<file path="config.mk">
export PLATFORM = sky130hd
export DESIGN_NAME = rx_record_terminator
export DESIGN_NICKNAME = d
export VERILOG_FILES = /design/src/inc/rx_term_pkg.sv /design/src/verilog/rx_record_terminator.sv
export SDC_FILE = /design/constraint.sdc
export NUM_CORES = 2
export LEC_CHECK = 0
export BUFFER_PORTS_ARGS = -buffer_cell sky130_fd_sc_hd__buf_2
export CORE_AREA = 2 2 325 327
export CTS_BUF_LIST = sky130_fd_sc_hd__clkbuf_4 sky130_fd_sc_hd__clkbuf_8
export DETAILED_ROUTE_END_ITERATION = 10
export DIE_AREA = 0 0 327 329
export HOLD_SLACK_MARGIN = 0.08
export PLACE_DENSITY_LB_ADDON = 0.08
export SLEW_MARGIN = 20
export SYNTH_ARGS = -nofsm -noshare
export SYNTH_HDL_FRONTEND = slang
export SYNTH_SLANG_ARGS = --single-unit
</file>
<file path="constraint.sdc">
create_clock -name pclk -period 5.6 [get_ports pclk]
set_input_delay 0.28 -clock pclk [delete_from_list [all_inputs] [get_ports pclk]]
set_output_delay 0.28 -clock pclk [all_outputs]
set_load 0.01 [all_outputs]
</file>
<file path="src/inc/rx_term_pkg.sv">
// Shared constants for the receive record terminator block.
// Assumes a single 200 MHz APB clock domain; no other users yet.
package rx_term_pkg;
    // APB register byte offsets
    localparam logic [7:0] CFG_OFF = 8'h00;
    localparam logic [7:0] EOC_OFF = 8'h04;
    localparam logic [7:0] TERM0_OFF = 8'h08;
    localparam logic [7:0] TERM1_OFF = 8'h0C;
    localparam logic [7:0] ECHOSEL_OFF = 8'h10;
    localparam logic [7:0] CMD_OFF = 8'h14;
    localparam logic [7:0] STAT_OFF = 8'h18;
    localparam logic [7:0] REC_OFF = 8'h1C;
    localparam logic [7:0] EVT_OFF = 8'h20;
    // Configuration bit positions
    localparam int CFG_TERM_EN = 0;
    localparam int CFG_STORE_TERM = 1;
    localparam int CFG_EOC_EN = 2;
    localparam int CFG_ALERT = 3;
    localparam int CFG_ECHO = 4;
    localparam int CFG_FULL_DUPLEX = 5;
    localparam int CFG_CRLF = 6;
    localparam int CFG_NO_ERR_TERM = 7;
    // Command bit positions
    localparam int CMD_READ = 0;
    localparam int CMD_TGL_TERM = 1;
    localparam int CMD_TGL_ECHO = 2;
    localparam int CMD_SAVE = 3;
    localparam int CMD_HOST_TERM = 4;
    localparam int CMD_LEN_LSB = 8;
    // Reset values and internal counts
    localparam logic [7:0] CFG_RST = 8'h00;
    localparam logic [7:0] EOC_RST = 8'h00;
    localparam logic [7:0] CR_CHAR = 8'h0D;
    localparam logic [7:0] LF_CHAR = 8'h0A;
    localparam logic [8:0] CARD_EOC = 9'h0FC;
    localparam logic [8:0] ECHO_DEPTH = 9'h080;
    localparam logic [4:0] SUBF_HOST_TERM = 5'h04;
    // Termination codes
    typedef enum logic [2:0] {
        TC_NONE = 3'b000,
        TC_TERM_CHAR = 3'b001,
        TC_EOC = 3'b010,
        TC_CARD_MORE = 3'b011,
        TC_CARD_DONE = 3'b100,
        TC_ALERT = 3'b101,
        TC_HOST = 3'b110,
        TC_ERROR = 3'b111
    } term_code_e;
endpackage

</file>
<file path="src/verilog/rx_record_terminator.sv">
// Receive record manager for one serial port: termination, echo, reads.
// Assumes characters arrive as one-cycle strobes synchronous to pclk and
// that the transmit side pops echoes with echo_pop when it can send.
//
// How it works
// - Terminator dropped unless store option; reported
// - Eight programmable terminator characters end record
// - Terminator enable from config, toggled per read
// - User count decrements, zero ends record
// - Card ends record at 252 bytes
// - Alert mode raises data-available on first char
// - Alert read returns everything received so far
// - Enabled termination beats alert code
// - Alert read with no data: zero length
// - Alert read forces active record with alert
// - Alert event only for a new record, not for parked data
// - Full buffer drops and does not echo
// - New parameters apply after active record ends, echo select at once
// - Echo held while transmit record active
// - 128-byte echo buffer, overflow loses echoes
// - Echo by config, toggled, full duplex only
// - Terminators never echoed, optional CR/LF pair
// - Errors end record unless disabled
// - Read ends satisfiable record, no-more-data code
// - Save flag keeps a parked record's remainder for later reads
// - Shortfall down-counter suspends read until zero
// - Host terminate ends record, maybe empty
`timescale 1ns/1ps
module rx_record_terminator #(
    parameter int BUF_DEPTH = 1024
) (
    input wire logic pclk,
    input wire logic presetn,
    input wire logic psel,
    input wire logic penable,
    input wire logic pwrite,
    input wire logic [7:0] paddr,
    input wire logic [31:0] pwdata,
    output logic [31:0] prdata,
    output logic pready,
    output logic pslverr,
    input wire logic rx_valid,
    input wire logic [7:0] rx_char,
    input wire logic rx_error,
    input wire logic tx_record_active,
    input wire logic echo_pop,
    output logic [7:0] echo_char,
    output logic echo_valid,
    output logic data_avail_evt,
    output logic read_done,
    output logic [2:0] read_code,
    output logic [8:0] read_len
);
    localparam int AW = $clog2(BUF_DEPTH);
    // Buffer storage and write pointer; count of stored bytes
    logic [7:0] buf_mem [BUF_DEPTH];
    logic [AW:0] buf_cnt_r;
    logic [AW-1:0] wr_ptr_r;
    // Echo buffer
    logic [7:0] echo_mem [128];
    logic [6:0] echo_wp_r, echo_rp_r;
    logic [8:0] echo_cnt_r;
    // Live and staged configuration
    logic [7:0] cfg_r, cfg_stage_r, eoc_r, eoc_stage_r;
    logic [63:0] term_r, term_stage_r;
    logic [7:0] echo_sel_r;
    logic stage_pend_r;
    // Active front record state
    logic [8:0] rec_len_r;
    logic [7:0] eoc_cnt_r;
    logic [7:0] last_term_r;
    logic [2:0] last_code_r;
    logic [8:0] done_len_r;
    // Pending read state
    logic rd_pend_r, bp_valid_r, tgl_term_r, tgl_echo_r;
    logic [8:0] rd_down_r, bp_len_r;
    logic alert_sent_r;
    logic [2:0] bp_code_r; // Code of the record parked for the host
    logic [7:0] stat_evt_r;

    // Match received byte against the eight terminator slots
    function automatic logic term_match(input logic [63:0] t,
                                        input logic [7:0] c);
        logic m;
        m = 1'b0;
        for (int i = 0; i < 8; i++) begin
            if (t[i*8 +: 8] == c) begin
                m = 1'b1;
            end
        end
        return m;
    endfunction

    // Effective options for the current request
    logic term_on, echo_on, buf_full, is_term, rec_active;
    logic bus_wr, bus_rd;
    assign rec_active = (rec_len_r != 9'h000);
    assign term_on = cfg_r[rx_term_pkg::CFG_TERM_EN] ^ tgl_term_r;
    assign echo_on = (cfg_r[rx_term_pkg::CFG_ECHO] ^ tgl_echo_r)
                   & cfg_r[rx_term_pkg::CFG_FULL_DUPLEX];
    assign buf_full = (buf_cnt_r == (AW+1)'(BUF_DEPTH));
    assign is_term = term_on && term_match(term_r, rx_char);
    assign bus_wr = psel && penable && pwrite;
    assign bus_rd = psel && !penable && !pwrite;

    // Termination decision for the arriving character, fixed order
    logic [2:0] code_nxt;
    logic store_nxt;
    always_comb begin
        code_nxt = rx_term_pkg::TC_NONE;
        store_nxt = 1'b1;
        if (rx_error && !cfg_r[rx_term_pkg::CFG_NO_ERR_TERM]) begin
            code_nxt = rx_term_pkg::TC_ERROR;
        end else if (is_term) begin
            code_nxt = rx_term_pkg::TC_TERM_CHAR;
            store_nxt = cfg_r[rx_term_pkg::CFG_STORE_TERM];
        end else if (cfg_r[rx_term_pkg::CFG_EOC_EN] &&
                     eoc_cnt_r == 8'h01) begin
            code_nxt = rx_term_pkg::TC_EOC;
        end else if (rd_pend_r && rd_down_r == 9'h001) begin
            code_nxt = rx_term_pkg::TC_CARD_DONE;
        end else if (rec_len_r + 9'h001 == rx_term_pkg::CARD_EOC) begin
            code_nxt = rx_term_pkg::TC_CARD_MORE;
        end
    end

    logic accept, ended, host_cmd, read_cmd, force_rd;
    logic [8:0] bp_take;
    assign accept = rx_valid && !buf_full;
    assign ended = accept && code_nxt != rx_term_pkg::TC_NONE;
    assign host_cmd = bus_wr && paddr == rx_term_pkg::CMD_OFF &&
                      pwdata[rx_term_pkg::CMD_HOST_TERM];
    assign read_cmd = bus_wr && paddr == rx_term_pkg::CMD_OFF &&
                      pwdata[rx_term_pkg::CMD_READ];
    // Read that cuts the active record now
    assign force_rd = read_cmd && !rd_pend_r && !bp_valid_r && rec_active &&
        (cfg_r[rx_term_pkg::CFG_ALERT] || rec_len_r >= pwdata[16:8]);
    assign bp_take = (pwdata[16:8] < bp_len_r) ? pwdata[16:8] : bp_len_r;

    // Receive buffer write and record tracking
    always_ff @(posedge pclk) begin
        if (accept && store_nxt) begin
            buf_mem[wr_ptr_r] <= rx_char;
        end
    end

    always_ff @(posedge pclk or negedge presetn) begin
        if (!presetn) begin
            wr_ptr_r <= '0;
            buf_cnt_r <= '0;
            rec_len_r <= 9'h000;
            eoc_cnt_r <= rx_term_pkg::EOC_RST;
            last_code_r <= rx_term_pkg::TC_NONE;
            last_term_r <= 8'h00;
            done_len_r <= 9'h000;
        end else begin
            // Host read consumes a record from the buffer
            if (read_done) begin
                buf_cnt_r <= buf_cnt_r - (AW+1)'(read_len);
            end
            if (accept && store_nxt) begin
                wr_ptr_r <= wr_ptr_r + 1'b1;
                buf_cnt_r <= buf_cnt_r + 1'b1 -
                    (read_done ? (AW+1)'(read_len) : '0);
            end
            if (ended) begin
                last_code_r <= code_nxt;
                done_len_r <= rec_len_r + 9'(store_nxt);
                rec_len_r <= 9'h000;
                eoc_cnt_r <= eoc_r;
                if (code_nxt == rx_term_pkg::TC_TERM_CHAR) begin
                    last_term_r <= rx_char;
                end
            end else if (host_cmd && !buf_full) begin
                last_code_r <= rx_term_pkg::TC_HOST;
                done_len_r <= rec_len_r;
                rec_len_r <= 9'h000;
                eoc_cnt_r <= eoc_r;
            end else if (force_rd) begin
                // Read forces out the active record
                last_code_r <= cfg_r[rx_term_pkg::CFG_ALERT] ?
                    rx_term_pkg::TC_ALERT :
                    rx_term_pkg::TC_CARD_DONE;
                done_len_r <= rec_len_r;
                rec_len_r <= 9'h000;
                eoc_cnt_r <= eoc_r;
            end else if (accept) begin
                rec_len_r <= rec_len_r + 1'b1;
                if (cfg_r[rx_term_pkg::CFG_EOC_EN]) begin
                    eoc_cnt_r <= eoc_cnt_r - 8'h01;
                end
            end else if (!rec_active) begin
                eoc_cnt_r <= eoc_r; // Idle: follow live count
            end
        end
    end

    // Staged parameters take effect once no record is active
    always_ff @(posedge pclk or negedge presetn) begin
        if (!presetn) begin
            cfg_r <= rx_term_pkg::CFG_RST;
            cfg_stage_r <= rx_term_pkg::CFG_RST;
            eoc_r <= rx_term_pkg::EOC_RST;
            eoc_stage_r <= rx_term_pkg::EOC_RST;
            term_r <= '0;
            term_stage_r <= '0;
            echo_sel_r <= rx_term_pkg::CR_CHAR;
            stage_pend_r <= 1'b0;
        end else begin
            if (bus_wr && paddr == rx_term_pkg::CFG_OFF) begin
                cfg_stage_r <= pwdata[7:0];
                stage_pend_r <= 1'b1;
            end else if (bus_wr && paddr == rx_term_pkg::EOC_OFF) begin
                eoc_stage_r <= pwdata[7:0];
                stage_pend_r <= 1'b1;
            end else if (bus_wr && paddr == rx_term_pkg::TERM0_OFF) begin
                term_stage_r[31:0] <= pwdata;
                stage_pend_r <= 1'b1;
            end else if (bus_wr && paddr == rx_term_pkg::TERM1_OFF) begin
                term_stage_r[63:32] <= pwdata;
                stage_pend_r <= 1'b1;
            end else if (bus_wr && paddr == rx_term_pkg::ECHOSEL_OFF) begin
                echo_sel_r <= pwdata[7:0];
            end else if (stage_pend_r && !rec_active) begin
                cfg_r <= cfg_stage_r;
                eoc_r <= eoc_stage_r;
                term_r <= term_stage_r;
                stage_pend_r <= 1'b0;
            end
        end
    end

    // Host read handling and completion reporting
    always_ff @(posedge pclk or negedge presetn) begin
        if (!presetn) begin
            rd_pend_r <= 1'b0;
            bp_valid_r <= 1'b0;
            bp_code_r <= rx_term_pkg::TC_NONE;
            tgl_term_r <= 1'b0;
            tgl_echo_r <= 1'b0;
            rd_down_r <= 9'h000;
            bp_len_r <= 9'h000;
            read_done <= 1'b0;
            read_code <= rx_term_pkg::TC_NONE;
            read_len <= 9'h000;
        end else begin
            read_done <= 1'b0;
            if (read_cmd && !rd_pend_r) begin
                if (bp_valid_r) begin
                    // Parked record first; leftover kept if saving
                    read_done <= 1'b1;
                    read_code <= bp_code_r;
                    read_len <= bp_take;
                    bp_len_r <= bp_len_r - bp_take;
                    bp_code_r <= rx_term_pkg::TC_CARD_DONE;
                    bp_valid_r <= pwdata[rx_term_pkg::CMD_SAVE] &&
                                  bp_len_r != bp_take;
                end else if (force_rd) begin
                    read_done <= 1'b1;
                    read_code <= cfg_r[rx_term_pkg::CFG_ALERT] ?
                        rx_term_pkg::TC_ALERT : rx_term_pkg::TC_CARD_DONE;
                    read_len <= cfg_r[rx_term_pkg::CFG_ALERT] ?
                        rec_len_r : pwdata[16:8];
                end else if (cfg_r[rx_term_pkg::CFG_ALERT]) begin
                    read_done <= 1'b1;
                    read_code <= rx_term_pkg::TC_ALERT;
                    read_len <= 9'h000;
                end else begin
                    // Wait for the shortfall; toggles last this read
                    rd_pend_r <= 1'b1;
                    rd_down_r <= pwdata[16:8] - rec_len_r;
                    tgl_term_r <= pwdata[rx_term_pkg::CMD_TGL_TERM];
                    tgl_echo_r <= pwdata[rx_term_pkg::CMD_TGL_ECHO];
                end
            end else if (rd_pend_r && (ended || host_cmd)) begin
                rd_pend_r <= 1'b0;
                read_done <= 1'b1;
                read_code <= ended ? code_nxt : rx_term_pkg::TC_HOST;
                read_len <= ended ? rec_len_r + 9'(store_nxt) : rec_len_r;
                tgl_term_r <= 1'b0;
                tgl_echo_r <= 1'b0;
            end else if (rd_pend_r && accept) begin
                rd_down_r <= rd_down_r - 9'h001;
            end
            // Park a finished record for the next read
            if (!rd_pend_r && (ended || (host_cmd && !buf_full))) begin
                bp_valid_r <= 1'b1;
                bp_code_r <= ended ? code_nxt : rx_term_pkg::TC_HOST;
                bp_len_r <= ended ? rec_len_r + 9'(store_nxt) : rec_len_r;
            end
        end
    end

    // Data-available event for alert mode
    always_ff @(posedge pclk or negedge presetn) begin
        if (!presetn) begin
            alert_sent_r <= 1'b0;
            data_avail_evt <= 1'b0;
        end else begin
            data_avail_evt <= 1'b0;
            if (!cfg_r[rx_term_pkg::CFG_ALERT] || !rec_active) begin
                alert_sent_r <= 1'b0;
            end
            if (cfg_r[rx_term_pkg::CFG_ALERT] && !rd_pend_r &&
                !alert_sent_r && rec_active && !bp_valid_r) begin
                data_avail_evt <= 1'b1;
                alert_sent_r <= 1'b1;
            end
        end
    end

    // Echo queue: push non-terminators, CR/LF pair for selected one
    logic echo_push, crlf_push, lf_pend_r;
    assign echo_push = accept && echo_on && !is_term;
    assign crlf_push = accept && echo_on && is_term &&
        cfg_r[rx_term_pkg::CFG_CRLF] && rx_char == echo_sel_r;

    always_ff @(posedge pclk) begin
        if ((echo_push || crlf_push || lf_pend_r) &&
            echo_cnt_r != rx_term_pkg::ECHO_DEPTH) begin
            echo_mem[echo_wp_r] <= echo_push ? rx_char :
                (crlf_push ? rx_term_pkg::CR_CHAR : rx_term_pkg::LF_CHAR);
        end
    end

    logic pop_ok, push_ok;
    assign pop_ok = echo_pop && echo_valid;
    assign push_ok = (echo_push || crlf_push || lf_pend_r) &&
                     echo_cnt_r != rx_term_pkg::ECHO_DEPTH;
    always_ff @(posedge pclk or negedge presetn) begin
        if (!presetn) begin
            echo_wp_r <= 7'h00;
            echo_rp_r <= 7'h00;
            echo_cnt_r <= 9'h000;
            lf_pend_r <= 1'b0;
            echo_valid <= 1'b0;
            echo_char <= 8'h00;
        end else begin
            lf_pend_r <= crlf_push;
            if (push_ok) begin
                echo_wp_r <= echo_wp_r + 7'h01;
            end
            if (pop_ok) begin
                echo_rp_r <= echo_rp_r + 7'h01;
            end
            echo_cnt_r <= echo_cnt_r + 9'(push_ok) - 9'(pop_ok);
            // Hold echoes behind an active transmit record
            echo_valid <= !tx_record_active && !pop_ok &&
                          echo_cnt_r != 9'h000;
            echo_char <= echo_mem[echo_rp_r];
        end
    end

    // APB slave: zero wait, error on unmapped address
    always_ff @(posedge pclk or negedge presetn) begin
        if (!presetn) begin
            prdata <= 32'h0000_0000;
            pready <= 1'b1;
            pslverr <= 1'b0;
            stat_evt_r <= 8'h00;
        end else begin
            pready <= 1'b1;
            pslverr <= 1'b0;
            if (psel && !penable) begin
                pslverr <= paddr > rx_term_pkg::EVT_OFF || paddr[1:0] != 0;
            end
            if (ended || host_cmd) begin
                stat_evt_r <= {5'h00, ended ? code_nxt :
                               rx_term_pkg::TC_HOST};
            end
            if (bus_rd) begin
                if (paddr == rx_term_pkg::CFG_OFF) begin
                    prdata <= {24'h00_0000, cfg_r};
                end else if (paddr == rx_term_pkg::EOC_OFF) begin
                    prdata <= {24'h00_0000, eoc_r};
                end else if (paddr == rx_term_pkg::TERM0_OFF) begin
                    prdata <= term_r[31:0];
                end else if (paddr == rx_term_pkg::TERM1_OFF) begin
                    prdata <= term_r[63:32];
                end else if (paddr == rx_term_pkg::ECHOSEL_OFF) begin
                    prdata <= {24'h00_0000, echo_sel_r};
                end else if (paddr == rx_term_pkg::STAT_OFF) begin
                    prdata <= {15'h0000, rd_pend_r, last_term_r,
                               5'h00, last_code_r};
                end else if (paddr == rx_term_pkg::REC_OFF) begin
                    prdata <= {7'h00, done_len_r, 7'h00, rec_len_r};
                end else if (paddr == rx_term_pkg::EVT_OFF) begin
                    prdata <= {16'h0000, last_term_r, stat_evt_r};
                end else begin
                    prdata <= 32'h0000_0000;
                end
            end
        end
    end

    // Assertions
    property p_card_eoc;
        @(posedge pclk) disable iff (!presetn)
        accept && !rx_error && !is_term && rec_len_r == 9'h0FB &&
        !(rd_pend_r && rd_down_r == 9'h001) &&
        !(cfg_r[2] && eoc_cnt_r == 8'h01) |=> rec_len_r == 9'h000;
    endproperty
    a_card_eoc: assert property (p_card_eoc)
        else $error("record not cut at 252");
    property p_term_code;
        @(posedge pclk) disable iff (!presetn)
        accept && is_term && !rx_error |=> last_code_r == 3'b001;
    endproperty
    a_term_code: assert property (p_term_code)
        else $error("terminator did not end record");
    property p_alert_zero;
        @(posedge pclk) disable iff (!presetn)
        read_cmd && !rd_pend_r && cfg_r[3] && !rec_active &&
        !bp_valid_r |=> read_done && read_len == 9'h000;
    endproperty
    a_alert_zero: assert property (p_alert_zero)
        else $error("alert empty read not zero length");
    property p_no_term_echo;
        @(posedge pclk) disable iff (!presetn)
        is_term |-> !echo_push;
    endproperty
    a_no_term_echo: assert property (p_no_term_echo)
        else $error("terminator echoed");
    property p_full_drop;
        @(posedge pclk) disable iff (!presetn)
        rx_valid && buf_full |-> !echo_push ##1 $stable(wr_ptr_r);
    endproperty
    a_full_drop: assert property (p_full_drop)
        else $error("char taken while full");
    property p_echo_hold;
        @(posedge pclk) disable iff (!presetn)
        tx_record_active |=> !echo_valid;
    endproperty
    a_echo_hold: assert property (p_echo_hold)
        else $error("echo during transmit record");
    property p_echo_cap;
        @(posedge pclk) disable iff (!presetn)
        echo_cnt_r <= 9'h080;
    endproperty
    a_echo_cap: assert property (p_echo_cap)
        else $error("echo buffer over 128");
    property p_stage;
        @(posedge pclk) disable iff (!presetn)
        rec_active && !ended |=> $stable(cfg_r);
    endproperty
    a_stage: assert property (p_stage)
        else $error("config changed mid record");
    c_alert: cover property (@(posedge pclk) data_avail_evt);
    c_read: cover property (@(posedge pclk) read_done && read_code == 3'b100);
    c_host: cover property (@(posedge pclk) host_cmd && rec_active);
endmodule
</file>
==> metrics <==
switch share 26.9%; die width 327 um; DP HPWL 90500 um; xor and xnor area share after synthesis 1.97%; largest family of logic cells by synthesized area multiplexers; Cell Int Power 17.3 mW; leakage 25.7 nW; WL final 141000 um; Net Count, Synth 3388; final-report max-slew violation count 0; Seq pwr share 48.3%; first-pass GRT wire length 212000 um; peak supply drop 0.271 mV; PortBufs 112; Worst EP required 6360 ps; CP endpoint kind flop; die area 108000 um2; H-tree levels 4; Clock Sinks 1350; Post-CTS Setup Bufs 0; clock network fraction of design power 36.0%; combinational share of power 15.7%; Clock Latency Late Sink 890 ps; post-cts resize count 0; PnR Total Power 23.6 mW; synthesis-stage register bit count 1350; Fin. Hold Viols 0; antenna-violating nets left 0; Slew Limit Headroom 30.4%; most common library cell in the layout ignoring fill and taps edfxtp_1; Worst setup SP type flop; post-synthesis compound-gate area fraction 3.95%; clock-pin slew on the worst setup and hold paths 60 ps; Min Hold Slack 188 ps; final design utilization 61.3%; core area 104000 um2; placement-stage worst setup slack 1080 ps; Main synth FF type edfxtp_1; period utilization 79.3%; Area Growth Syn to Fin 12.6%; largest net degree at the start of global routing 163; Post-route DRC 0; Syn Inst Count 3251; WL/cell 27.8 um; Post-Synth Adder-Cell Area 1.83%; worst hold path stage count 3; share of layout cells above drive strength 1 29.6%; run status finished clean; FFs w/ async S/R, synth 24.1%; Vias 31300; Boundary Pins 114; Critical Path AT 5200 ps; YS warnings 0; Max Cap Violations 0; sequential-to-total area share from yosys stat 68.4%; Mean Syn Cell Area 17.5 um2; Final setup viols 0; Hold Buf Count CTS 55; mapped cell area 56900 um2; P_sw 6.33 mW; reg2reg path depth 21; initial antenna violation count 4; largest fanout on the critical path 14; Max Freq 225 MHz; most frequent cells in the layout edfxtp_1 (1024), mux4_2 (336), dfrtp_1 (319), clkbuf_8 (232), nor2_1 (222); Die Ht 329 um; clock skew 40.9 ps; clock buffer depth 3; RSZ-0062 raised after global routing no; worst min path class in2reg; Via density 6.14; vias in the first global route 32400; Setup Crit Path Kind reg2reg; Placer Congestion 0.911; Slew @ Worst Pin 1030 ps; All-Layer GR Usage 26.7%; Synth cell types 77; Post-Synth Simple-Gate Area 4.60%; Layout Nets 3651; mux contribution to synthesized area 17.4%; Root Buffer clkbuf_8; CTS tree yes; TritonCTS Buffers 212; drt initial violations 3110; Initial Util 54.5%; number of synthesized flops with an enable pin 1024; Final TNS setup 0 ps; DRT Pass-1 Iters 7; global route overflow 0; crit path time final 4440 ps; PnR worst setup slack 1160 ps; Cell Pwr Density 368 nW/um2; row count 119
[layout make-up]
type                       instances  area [um2]
clock buffer                     298        3690
clock inverter                   100         693
timing repair buffer             219        1690
antenna                            4        10.0
fill                            7542       40300
multi-input combinational       1663       17000
inverter                          68         255
sequential                      1350       38900
tap                             1391        1740
[metrics by stage]
step	instances	instance area [um2]
floorplan	3251	56900
global placement	4636	59100
detailed placement	4636	59100
CTS	5089	64000
global route	5092	64000
finish	5093	64000
[state kept, by name, summed over array words and instances, names as in the netlist, 7 cells and up]
name and cells:
eoc_stage_r 8, cfg_stage_r 8, last_term_r 8, bp_len_r 9, rd_down_r 9, term_r 64
echo_rp_r 7, rec_len_r 9, echo_char 8, buf_cnt_r 11, eoc_r 8, echo_mem 1024
eoc_cnt_r 8, prdata 32, echo_sel_r 8, term_stage_r 64, done_len_r 9, read_len 9
echo_wp_r 7, echo_cnt_r 9, cfg_r 8
[per-layer routing]
metal / wire [um] / track usage (%)
met1: 58900 / 37.4
met4: 4470 / 9.34
met2: 69500 / 43.1
met3: 8570 / 4.30
met5: 8 / 0
[logic make-up (layout without fill, tap and decap cells)]
family	count (synthesis)	after routing
AO/OA/AOI/OAI	344	344
XOR/XNOR	128	128
adder cells (fa/ha/maj)	80	80
buffers and inverters	238	685
flip-flops	1350	1350
multiplexers	547	547
other	1	5
AND/OR/NAND/NOR	563	563
[final timing paths]
check / to / from / slack, ps
setup / recovery: echo_cnt_r[8]$_DFF_PN0_ / buf_cnt_r[0]$_DFFE_PN0P_ / 1160
min in group asynchronous: echo_sel_r[3]$_DFFE_PN1P_ / presetn / 530
hold reg to reg: data_avail_evt$_DFF_PN0_ / alert_sent_r$_DFFE_PN0P_ / 450
setup reg to reg: echo_cnt_r[8]$_DFF_PN0_ / buf_cnt_r[0]$_DFFE_PN0P_ / 1160
hold / removal: term_stage_r[52]$_DFFE_PN0P_ / pwdata[20] / 190
max in group asynchronous: echo_rp_r[2]$_DFFE_PN0P_ / presetn / 4070
[worst max-delay path: stages (launching register included)]
cell and delay, ps:
dfrtp_1 410, nor4_1 460, nand3_1 250, and2_1 430, and3_1 340, o21ai_0 210
a21oi_2 120, inv_1 160, ha_1 240, inv_1 60, ha_1 160, inv_1 60
fa_1 420, inv_1 70, a21oi_1 60, nor2_1 130, o21ai_0 100, a21oi_1 190
o21ai_0 100, a21oi_1 160, nor2_1 70, xnor2_1 120
[synth_stat cells (17+ instances only)]
cell / instances / area (um2)
nor2b_1: 17 / 106
edfxtp_1: 1024 / 30700
clkbuf_1: 99 / 372
xnor2_1: 54 / 473
buf_2: 28 / 140
a21o_1: 23 / 173
mux2i_1: 22 / 220
nor4_1: 28 / 175
dfrtp_1: 323 / 8080
nor2_1: 224 / 841
mux4_2: 336 / 7570
a21oi_1: 86 / 430
nor3_1: 20 / 100
buf_1: 18 / 67.6
inv_1: 67 / 251
nand3_1: 35 / 175
o21ai_0: 89 / 445
nand2_1: 145 / 544
ha_1: 75 / 938
xor2_1: 74 / 648
buf_4: 23 / 173
mux2_2: 189 / 2130
[power groups by stage]
stage	Combinational [mW]	Sequential [mW]	Clock [mW]
detailed placement	3.72	11.6	0
floorplan	3.19	11.2	0
finish	3.70	11.4	8.50
global placement	3.65	11.6	0
CTS	3.77	11.4	8.66
global route	4.07	11.4	9.10
Power figures use the tool's default switching activity.
